$ cat src/hdl/prescaled_counter_params.svh
// Register offsets, field positions and reset values of the dual prescaled counter block
// Functional notes
// [RL1] Free-running counter 0 is readable anytime; a write presets it, counting continues.
// [RL2] Software disables a block before presetting either of its counters.
// [RL3] Prescale counter 0 equal to its limit clears it and increments free-running counter 0.
// [RL4] Free-running counter 0 advances at clock rate divided by limit plus one.
// [RL5] Readable prescale counter 0 is refreshed only by reading free-running counter 0; the code also loads it on a write to prescale counter 0.
// [RL6] Prescale counter 0 preset above limit matches only after wrapping through overflow.
// [RL7] Selected capture event copies free-running counter 0 into its snapshot register.
// [RL8] Same event copies prescale counter 0 into its snapshot register.
// [RL9] Prescale snapshot read after free-running snapshot read stays paired with it.
// [RL10] Free-running counter 1 updates continuously; a write presets it.
// [RL11] Prescale counter 1 equal to its limit clears it and increments free-running counter 1.
// [RL12] Readable prescale counter 1 is refreshed only by reading free-running counter 1; the code also loads it on a write to prescale counter 1.
// [RL13] Prescale counter 1 write presets it; above limit, match waits for overflow.
// [RL14] Block 1 capture latches both counters; snapshot read order keeps them paired.
// [RL15] Each block counts only while its enable bit is set.
// [RL16] Per block, one select bit picks capture source 0 or 1.
// [RL17] Debug suspend stops all counters unless continue-on-suspend is set.
// [RL18] Every 32-bit counter wraps from all ones to zero.
`ifndef PRESCALED_COUNTER_PARAMS_SVH
`define PRESCALED_COUNTER_PARAMS_SVH

// ----------------------------------------
// Register offsets (byte addresses)
// ----------------------------------------
`define OFS_GLOBAL_CONTROL     8'h00
`define OFS_CAPTURE_SOURCE     8'h08
`define OFS_FREE_RUNNING_0     8'h10
`define OFS_PRESCALE_COUNT_0   8'h14
`define OFS_PRESCALE_COMPARE_0 8'h18
`define OFS_CAPT_FREE_0        8'h20
`define OFS_CAPT_PRESCALE_0    8'h24
`define OFS_FREE_RUNNING_1     8'h30
`define OFS_PRESCALE_COUNT_1   8'h34
`define OFS_PRESCALE_COMPARE_1 8'h38
`define OFS_CAPT_FREE_1        8'h40
`define OFS_CAPT_PRESCALE_1    8'h44

// ----------------------------------------
// Field positions and reset values
// ----------------------------------------
`define BIT_BLOCK_ZERO_ENABLE  0
`define BIT_BLOCK_ONE_ENABLE   1
`define BIT_CONTINUE_SUSPEND   15
`define BIT_BLOCK_ZERO_CAPSEL  0
`define BIT_BLOCK_ONE_CAPSEL   1
`define RESET_WORD             32'h0000_0000
`define UNMAPPED_READ          32'h0000_0000
`define COUNT_STEP             32'h0000_0001

`endif

$ cat src/hdl/prescaled_counter_pkg.sv
// Types shared by the dual prescaled counter block
package prescaled_counter_pkg;

   typedef struct packed {
      logic [7:0]  addr;
      logic [31:0] wdata;
      logic        wr;
      logic        rd;
   } reg_req_t;

   typedef struct packed {
      logic [31:0] free_run;
      logic [31:0] prescale;
      logic [31:0] limit;
      logic [31:0] prescale_view;
      logic [31:0] snap_free;
      logic [31:0] snap_prescale;
      logic [31:0] snap_prescale_view;
   } counter_block_t;

   typedef struct packed {
      counter_block_t [1:0] blk;
      logic                 block_zero_enable;
      logic                 block_one_enable;
      logic                 continue_on_suspend;
      logic                 block_zero_capture_select;
      logic                 block_one_capture_select;
      logic [31:0]          rdata;
      logic [1:0]           cap_src_meta;
      logic [1:0]           cap_src_sync;
      logic [1:0]           cap_src_prev;
      logic                 suspend_meta;
      logic                 suspend_sync;
   } counter_state_t;

endpackage

$ cat src/hdl/dual_prescaled_counter.sv
// Two prescaled counter blocks with capture registers and a plain register port
//
// The implementer's own choices: the register offsets and strobed register access.
`timescale 1ns/1ps
`include "prescaled_counter_params.svh"

module dual_prescaled_counter
(
   // Clock and reset
   input  wire logic                           clk_sys_i,
   input  wire logic                           rst_i,
   // Register port
   input  wire prescaled_counter_pkg::reg_req_t req_i,
   output logic [31:0]                         rdata_o,
   // External events and debug
   input  wire logic [1:0]                     capture_source_i,
   input  wire logic                           suspend_i
);
   import prescaled_counter_pkg::*;

   counter_state_t st;
   counter_state_t next_st;

   // ----------------------------------------
   // Helpers
   // ----------------------------------------
   function automatic logic [31:0] incr(input logic [31:0] v);
      incr = v + `COUNT_STEP; // RL18
   endfunction

   function automatic logic hit(input logic [7:0] a, input logic [7:0] ofs);
      hit = (a == ofs);
   endfunction

   logic       run [2];
   logic       cap [2];
   logic       match [2];
   logic [7:0] ofs_free [2];
   logic [7:0] ofs_pre [2];
   logic [7:0] ofs_lim [2];
   logic [7:0] ofs_cfree [2];
   logic [7:0] ofs_cpre [2];

   assign ofs_free  = '{`OFS_FREE_RUNNING_0, `OFS_FREE_RUNNING_1};
   assign ofs_pre   = '{`OFS_PRESCALE_COUNT_0, `OFS_PRESCALE_COUNT_1};
   assign ofs_lim   = '{`OFS_PRESCALE_COMPARE_0, `OFS_PRESCALE_COMPARE_1};
   assign ofs_cfree = '{`OFS_CAPT_FREE_0, `OFS_CAPT_FREE_1};
   assign ofs_cpre  = '{`OFS_CAPT_PRESCALE_0, `OFS_CAPT_PRESCALE_1};

   // ----------------------------------------
   // Next state
   // ----------------------------------------
   always_comb
   begin
      logic       halted;
      logic [1:0] rise;
      logic       sel;
      halted = 1'b0;
      rise   = 2'b00;
      sel    = 1'b0;
      next_st = st;
      // Beyond the shift, only the sync stages and the capture prev stage are read below
      next_st.cap_src_meta = capture_source_i;
      next_st.cap_src_sync = st.cap_src_meta;
      next_st.cap_src_prev = st.cap_src_sync;
      next_st.suspend_meta = suspend_i;
      next_st.suspend_sync = st.suspend_meta;
      rise = st.cap_src_sync & ~st.cap_src_prev;
      halted = st.suspend_sync && !st.continue_on_suspend; // RL17

      for (int b = 0; b < 2; b++)
      begin
         run[b] = ((b == 0) ? st.block_zero_enable : st.block_one_enable) && !halted; // RL15
         sel = (b == 0) ? st.block_zero_capture_select : st.block_one_capture_select;
         cap[b] = sel ? rise[1] : rise[0]; // RL16
         // Exact equality only: a preset above the limit wraps before matching
         match[b] = (st.blk[b].prescale == st.blk[b].limit); // RL3 RL11 RL6 RL13
         if (run[b])
         begin
            if (match[b])
            begin
               next_st.blk[b].prescale = `RESET_WORD; // RL3 RL11 RL4
               next_st.blk[b].free_run = incr(st.blk[b].free_run); // RL3 RL11 RL18
            end
            else
               next_st.blk[b].prescale = incr(st.blk[b].prescale); // RL6 RL13 RL18
         end
         if (cap[b])
         begin
            next_st.blk[b].snap_free     = st.blk[b].free_run; // RL7 RL14
            next_st.blk[b].snap_prescale = st.blk[b].prescale; // RL8 RL14
         end
         // Software writes win over counting in the same cycle
         if (req_i.wr)
         begin
            if (hit(req_i.addr, ofs_free[b]))
               next_st.blk[b].free_run = req_i.wdata; // RL1 RL10
            if (hit(req_i.addr, ofs_pre[b]))
            begin
               next_st.blk[b].prescale      = req_i.wdata; // RL13
               next_st.blk[b].prescale_view = req_i.wdata;
            end
            if (hit(req_i.addr, ofs_lim[b]))
               next_st.blk[b].limit = req_i.wdata;
         end
         if (req_i.rd && hit(req_i.addr, ofs_free[b]))
            next_st.blk[b].prescale_view = st.blk[b].prescale; // RL5 RL12
         if (req_i.rd && hit(req_i.addr, ofs_cfree[b]))
            next_st.blk[b].snap_prescale_view = st.blk[b].snap_prescale; // RL9 RL14
      end

      if (req_i.wr && hit(req_i.addr, `OFS_GLOBAL_CONTROL))
      begin
         next_st.block_zero_enable   = req_i.wdata[`BIT_BLOCK_ZERO_ENABLE];
         next_st.block_one_enable    = req_i.wdata[`BIT_BLOCK_ONE_ENABLE];
         next_st.continue_on_suspend = req_i.wdata[`BIT_CONTINUE_SUSPEND];
      end
      if (req_i.wr && hit(req_i.addr, `OFS_CAPTURE_SOURCE))
      begin
         next_st.block_zero_capture_select = req_i.wdata[`BIT_BLOCK_ZERO_CAPSEL];
         next_st.block_one_capture_select  = req_i.wdata[`BIT_BLOCK_ONE_CAPSEL];
      end

      // Read data stands only in the cycle after the strobe
      next_st.rdata = `UNMAPPED_READ;
      if (req_i.rd)
      begin
         if (hit(req_i.addr, `OFS_GLOBAL_CONTROL))
         begin
            next_st.rdata[`BIT_BLOCK_ZERO_ENABLE] = st.block_zero_enable;
            next_st.rdata[`BIT_BLOCK_ONE_ENABLE]  = st.block_one_enable;
            next_st.rdata[`BIT_CONTINUE_SUSPEND]  = st.continue_on_suspend;
         end
         if (hit(req_i.addr, `OFS_CAPTURE_SOURCE))
         begin
            next_st.rdata[`BIT_BLOCK_ZERO_CAPSEL] = st.block_zero_capture_select;
            next_st.rdata[`BIT_BLOCK_ONE_CAPSEL]  = st.block_one_capture_select;
         end
         for (int b = 0; b < 2; b++)
         begin
            if (hit(req_i.addr, ofs_free[b]))
               next_st.rdata = st.blk[b].free_run; // RL1 RL10
            if (hit(req_i.addr, ofs_pre[b]))
               next_st.rdata = st.blk[b].prescale_view; // RL5 RL12
            if (hit(req_i.addr, ofs_lim[b]))
               next_st.rdata = st.blk[b].limit;
            if (hit(req_i.addr, ofs_cfree[b]))
               next_st.rdata = st.blk[b].snap_free;
            if (hit(req_i.addr, ofs_cpre[b]))
               next_st.rdata = st.blk[b].snap_prescale_view; // RL9 RL14
         end
      end
   end

   // ----------------------------------------
   // State register
   // ----------------------------------------
   always_ff @(posedge clk_sys_i or posedge rst_i)
   begin
      if (rst_i)
         st <= '0;
      else
         st <= next_st;
   end

   assign rdata_o = st.rdata;

   // ----------------------------------------
   // Assertions
   // ----------------------------------------
   logic halted_a;
   assign halted_a = st.suspend_sync && !st.continue_on_suspend;

   // ----------------------------------------
   // Capture events and snapshot pairing
   // ----------------------------------------
   logic ev0_a;
   logic ev1_a;
   assign ev0_a = st.block_zero_capture_select ? (st.cap_src_sync[1] && !st.cap_src_prev[1])
                                               : (st.cap_src_sync[0] && !st.cap_src_prev[0]);
   assign ev1_a = st.block_one_capture_select ? (st.cap_src_sync[1] && !st.cap_src_prev[1])
                                              : (st.cap_src_sync[0] && !st.cap_src_prev[0]);
endmodule // dual_prescaled_counter

$ cat config.mk
export PLATFORM = sky130hd
export DESIGN_NAME = dual_prescaled_counter
export DESIGN_NICKNAME = d
export VERILOG_FILES = /design/src/hdl/prescaled_counter_pkg.sv /design/src/hdl/dual_prescaled_counter.sv
export VERILOG_INCLUDE_DIRS = /design/src /design/src/hdl
export SDC_FILE = /design/constraint.sdc
export NUM_CORES = 1
export LEC_CHECK = 0
export BUFFER_PORTS_ARGS = -buffer_cell sky130_fd_sc_hd__buf_2
export CAP_MARGIN = 20
export CORE_ASPECT_RATIO = 0.6
export CORE_MARGIN = 2
export CORE_UTILIZATION = 25
export CTS_CLUSTER_DIAMETER = 40
export CTS_CLUSTER_SIZE = 24
export DETAILED_ROUTE_END_ITERATION = 6
export GPL_ROUTABILITY_DRIVEN = 0
export SYNTH_ARGS = -nofsm -noshare
export SYNTH_HDL_FRONTEND = slang
export SYNTH_SLANG_ARGS = --single-unit
$ cat constraint.sdc
create_clock -name clk_sys_i -period 17.5 [get_ports clk_sys_i]
set_input_delay 3.5 -clock clk_sys_i [delete_from_list [all_inputs] [get_ports clk_sys_i]]
set_output_delay 3.5 -clock clk_sys_i [all_outputs]
set_load 0.05 [all_outputs]
### Word level (Yosys, flattened, before mapping)

Cells that the tools add are included.

* bitwise logic cells: 2
* add/sub/neg operators: 4
* reductions and logical operators: 20
* equal/unequal tests: 13
* muxes and demuxes: 34

Operator list (count)
* $mux W32: 25
* $mux W128: 2
* $add A32 B1 Y32 const B: 4
* $mux W64: 2
* $eq A32 B32 Y1: 2
* $eq A8 B6 Y1 const B: 5
* $eq A8 B5 Y1 const B: 3
* $eq A8 B7 Y1 const B: 2
* $logic_and A1 B1 Y1: 9
* $eq A8 B4 Y1 const B: 1
* $logic_not A8 Y1: 1
* $reduce_and A2 Y1: 4
* $reduce_bool A2 Y1: 4
* $mux W2: 2
* $mux W1: 3
* $and A2 B2 Y2: 1
* $logic_not A1 Y1: 2
* $not A2 Y2: 1

* register bits: 493
* output and inout port bits: 32

### Depth between registers and ports, before layout

* depth after elaboration: 14
* depth in mapped cells: 10
* depth with buffers taken out: 7

### Worst setup path after synthesis

OpenSTA, ideal clock, no wires.

* path kind: input port to flip-flop
* from: in req_i[39] in the netlist's numbering
* to: reg st (netlist bit rdata_o[10])
* slack: 11.947 ns
* library setup time: 0.082 ns
* arrival time: 5.471 ns
* stages: 9
* buffers on the path: 3
* cell sequence: buf_2 -> or4b_1 -> or3_1 -> buf_2 -> buf_2 -> o32a_1 -> o22ai_1 -> o21ai_1 -> a31oi_1

RTL lines
* from (decl): RTL line dual_prescaled_counter.sv:13 `input wire prescaled_counter_pkg::reg_req_t req_i,`
* to (signal assigned): RTL line dual_prescaled_counter.sv:163 `st <= next_st;`
* to (decl): RTL line dual_prescaled_counter.sv:21 `counter_state_t st;`

### Final worst setup path

* from: in req_i[36] in the netlist's numbering
* to: reg st[153] in the netlist's numbering

* longest elaborated chain between the ends: 4
* elaborated cells between the ends (all ways): 7
* classes of those cells: eq/ne: 2; mux: 1; reduce/logical: 4

Ends and longest elaborated chain
* $eq A8 B5 Y1: RTL line dual_prescaled_counter.sv:32 `hit = (a == ofs);`
* $logic_and A1 B1 Y1: RTL line dual_prescaled_counter.sv:106 `if (req_i.rd && hit(req_i.addr, ofs_free[b]))`
* $reduce_bool A2 Y1 (no source line)
* $reduce_and A2 Y1 (no source line)

Several ways; a longest one is shown, not always the timed one.
A chain may end at the register's enable or synchronous reset.

==> flow_summary.yaml <==
floorplanning:
  ios: 79
  num_rows: 88
  initial_core_util: 0.254
  chipWidth_um: 408
  dieArea_um2: 101000
  coreArea_um2: 96700
  dieHeight_um: 247
pwr:
  sw_frac_of_total: 0.307
  finalPower_mw: 2.44
  p_sw_mw: 0.748
  clkPwrFrac: 0.335
  power.internal_mw: 1.69
  ir_drop_v: 0.0000842
  p_comb_frac: 0.132
  seq_power_share: 0.533
  pwr_density_cell_nw_per_um2: 90.0
  cellLeakagePower_nw: 11.5
run_status:
  violations: "design-rule violations"
  status: "finished with violations"
synthesis:
  syn_nets: 2441
  ys_ff_latch: 493
  syn_avg_cell_area_um2: 10.3
  synth_edf_count: 0
  netlist_area_um2: 24500
  ys_types: 57
  synth_ff_type: "dfrtp_1"
  synth_warnings: 0
  yosysSeqAreaShare: 0.503
  syn_inst: 2390
  async_flop_share: 1.00
cts:
  path_clk_slew_ps: 90
  cts_tree: "done"
  max-clock-path-buffers: 3
  clock_latency_ps: 640
  cts_max_level: 1
  cts_resized: 0
  clock-sinks: 493
  cts_hold_buf: 0
  cts_setup_buffers: 0
  cts_root_buf: "clkbuf_16"
  cts_buffers: 31
sta:
  max_freq_mhz: 164
  fin_setup_tns_ps: 0
  fin_skew_ps: 16.2
  timing.final.crit_share: 0.349
  period_needed_ps: 6100
  drv_slew: 0
  hold_violations: 0
  setup_viol: 0
  worst_pin_slew_ps: 1160
  slew_headroom: 0.219
  grt_setup_unrepaired: "no"
critical_path:
  cp_num_buf_inv: 3
  critPathArrivalTime_ps: 6650
  critPathTopFamily: "buffers and inverters"
  ff2ff_path_depth: 7
  cp-endpoint: "st[153]"
  cp_max_fo: 47
  required_ps: 18050
  start_kind: "primary input"
  cp-startpoint: "req_i[36]"
  cp_cell_sequence: "buf_2, nor4b_4, buf_4, and3_1, buf_4, and3_1, a21oi_1, o21ai_0"
  end_kind: "flip-flop"
  crit_slowest_cell: "and3_1"
  rr_startpoint: "st[430]"
  r2r_slack_ps: 13870
  cp_num_cells: 8
  cpPeakStageDelay_ps: 740
  r2r_end: "st[481]"
  path_class: "primary input to flip-flop"
place:
  portBuffers: 78
  dp_hpwl_um: 62100
  dp.cells: 3596
routing:
  wl_um: 85100
  wire_per_inst_um: 23.3
  vias: 19500
  drtAntennaViolNets: 0
  drc: 18
  vias_per_cell: 5.34
  drt_iter0_markers: 2700
  firstDrtPassIters: 7
global_route:
  grt_use_total: 0.165
  grt_max_degree: 154
  grt_overflow: 0
  grt_pass1_vias: 18000
  antenna_found_initial: 6
  grt_pass1_wl_um: 125000
cells_and_area:
  nNetsFinal: 2380
  syn_to_final_growth_pct: 10.5
  drive_gt1_frac: 0.176
  stdcell_count: 3659
hold_path:
  min_path_type: "flip-flop to flip-flop"
flow_run:
  maxCapViolCount: 0
## per-layer routing
metal	share of wire	GRT usage	vias up
li1	-	-	8514
met1	0.46	0.247	9934
met2	0.39	0.220	959
met3	0.13	0.0655	114
met4	0.018	0.0291	2
met5	0.00014	0	-
## synthesized netlist by cell type (4+ instances only)
| cell | n | area [um2] |
|---|---|---|
| buf_6 | 5 | 56.3 |
| or4_1 | 23 | 173 |
| nand3_1 | 86 | 430 |
| buf_2 | 22 | 110 |
| o22ai_1 | 33 | 206 |
| mux2_1 | 47 | 529 |
| dfrtp_1 | 493 | 12300 |
| o21ai_1 | 52 | 260 |
| a22oi_1 | 6 | 45.0 |
| nor3_1 | 47 | 235 |
| a2bb2oi_1 | 25 | 219 |
| nand2_1 | 243 | 912 |
| ha_1 | 4 | 50.1 |
| mux2i_1 | 8 | 80.1 |
| and4_1 | 18 | 158 |
| xor2_1 | 96 | 841 |
| inv_1 | 12 | 45.0 |
| clkbuf_1 | 147 | 552 |
| a21oi_1 | 96 | 480 |
| and2_1 | 4 | 25.0 |
| nor2_1 | 146 | 548 |
| o32a_1 | 26 | 260 |
| o221ai_1 | 28 | 245 |
| and3_1 | 23 | 144 |
| nor4b_1 | 4 | 35.0 |
| or3_1 | 31 | 194 |
| mux2_2 | 211 | 2380 |
| nand4_1 | 38 | 238 |
| buf_4 | 33 | 248 |
| o31ai_1 | 16 | 120 |
| nand3b_1 | 4 | 30.0 |
| o21a_1 | 17 | 128 |
| buf_1 | 15 | 56.3 |
| o211ai_1 | 6 | 45.0 |
| o21ai_0 | 110 | 551 |
| nor4_1 | 33 | 206 |
| nand2b_1 | 5 | 31.3 |
| a31oi_1 | 98 | 613 |
| a221oi_1 | 4 | 35.0 |
| xnor2_1 | 48 | 420 |
## worst min-delay path by stage
stage	slack [ps]	endpoint	startpoint	cells after the start
floorplan	330	next_st[2]	next_st[4]	0
global placement	340	next_st[3]	next_st[5]	0
detailed placement	330	next_st[3]	next_st[5]	0
CTS	370	next_st[2]	next_st[4]	0
global route	380	st[0]	next_st[0]	0
finish	360	st[0]	next_st[0]	0
## cell type report
type / count / area [um2]
sequential: 493 / 12300
clock inverter: 24 / 256
antenna: 1 / 2.50
inverter: 12 / 52.6
multi-input combinational: 1662 / 11200
timing repair buffer: 129 / 828
fill: 10200 / 69600
tap: 1305 / 1630
clock buffer: 33 / 783
## sequential cells by signal, indices dropped and copies added, names as in the netlist
name	cells
rdata_o	32
st	456
next_st	5
## through the flow
step	utilization	hold slack (ps)	area, um2	setup slack, ps
detailed placement	0.269	335	26000	10720
global route	0.280	380	27100	11300
global placement	0.269	341	26000	10790
floorplan	-	331	24500	239
finish	0.280	362	27100	11400
CTS	0.279	366	27000	11370
## worst register-to-register path: stages (launching register included)
cell	delay (ps)
dfrtp_1	540
xor2_1	290
nor4_1	840
nand4_1	170
buf_4	290
or4_1	830
or3_1	430
a31oi_1	170
## cell usage in the layout (no fill, tap or decap), types with 8 or more instances in the layout
cell type	netlist	routed
nor4_1	33	32
o32a_1	26	26
inv_1	12	11
buf_4	33	45
mux2_1	47	47
dfrtp_1	493	493
o21ai_1	52	50
buf_2	22	80
and3_1	23	23
or3_1	31	31
o21a_1	17	17
mux2i_1	8	8
nand3_1	86	82
xnor2_1	48	48
or4_1	23	23
nand4_1	38	38
xor2_1	96	96
mux2_2	211	211
o31ai_1	16	16
nand2_1	243	243
nor3_1	47	47
o21ai_0	110	110
a21oi_1	96	95
clkbuf_16	0	31
a31oi_1	98	98
a2bb2oi_1	25	25
and4_1	18	18
o221ai_1	28	28
nor2_1	146	145
o22ai_1	33	33
## cell families (layout without fill, tap and decap cells)
logic type	count (synthesis)	after routing	synth area share
XOR/XNOR	144	144	0.0515
AND/OR/NAND/NOR	723	723	0.144
buffers and inverters	235	198	0.0437
adder cells (fa/ha/maj)	4	4	0.00204
multiplexers	266	266	0.122
AO/OA/AOI/OAI	525	525	0.134
other	0	1	0
flip-flops	493	493	0.503
## power groups by stage
stage	clock, mW	sequential, mW	combinational [mW]
floorplan	0	1.28	0.221
global route	0.877	1.31	0.350
global placement	0	1.32	0.306
detailed placement	0	1.32	0.310
CTS	0.832	1.29	0.311
finish	0.817	1.30	0.321
Note: power is estimated with default switching activity, not from simulation.
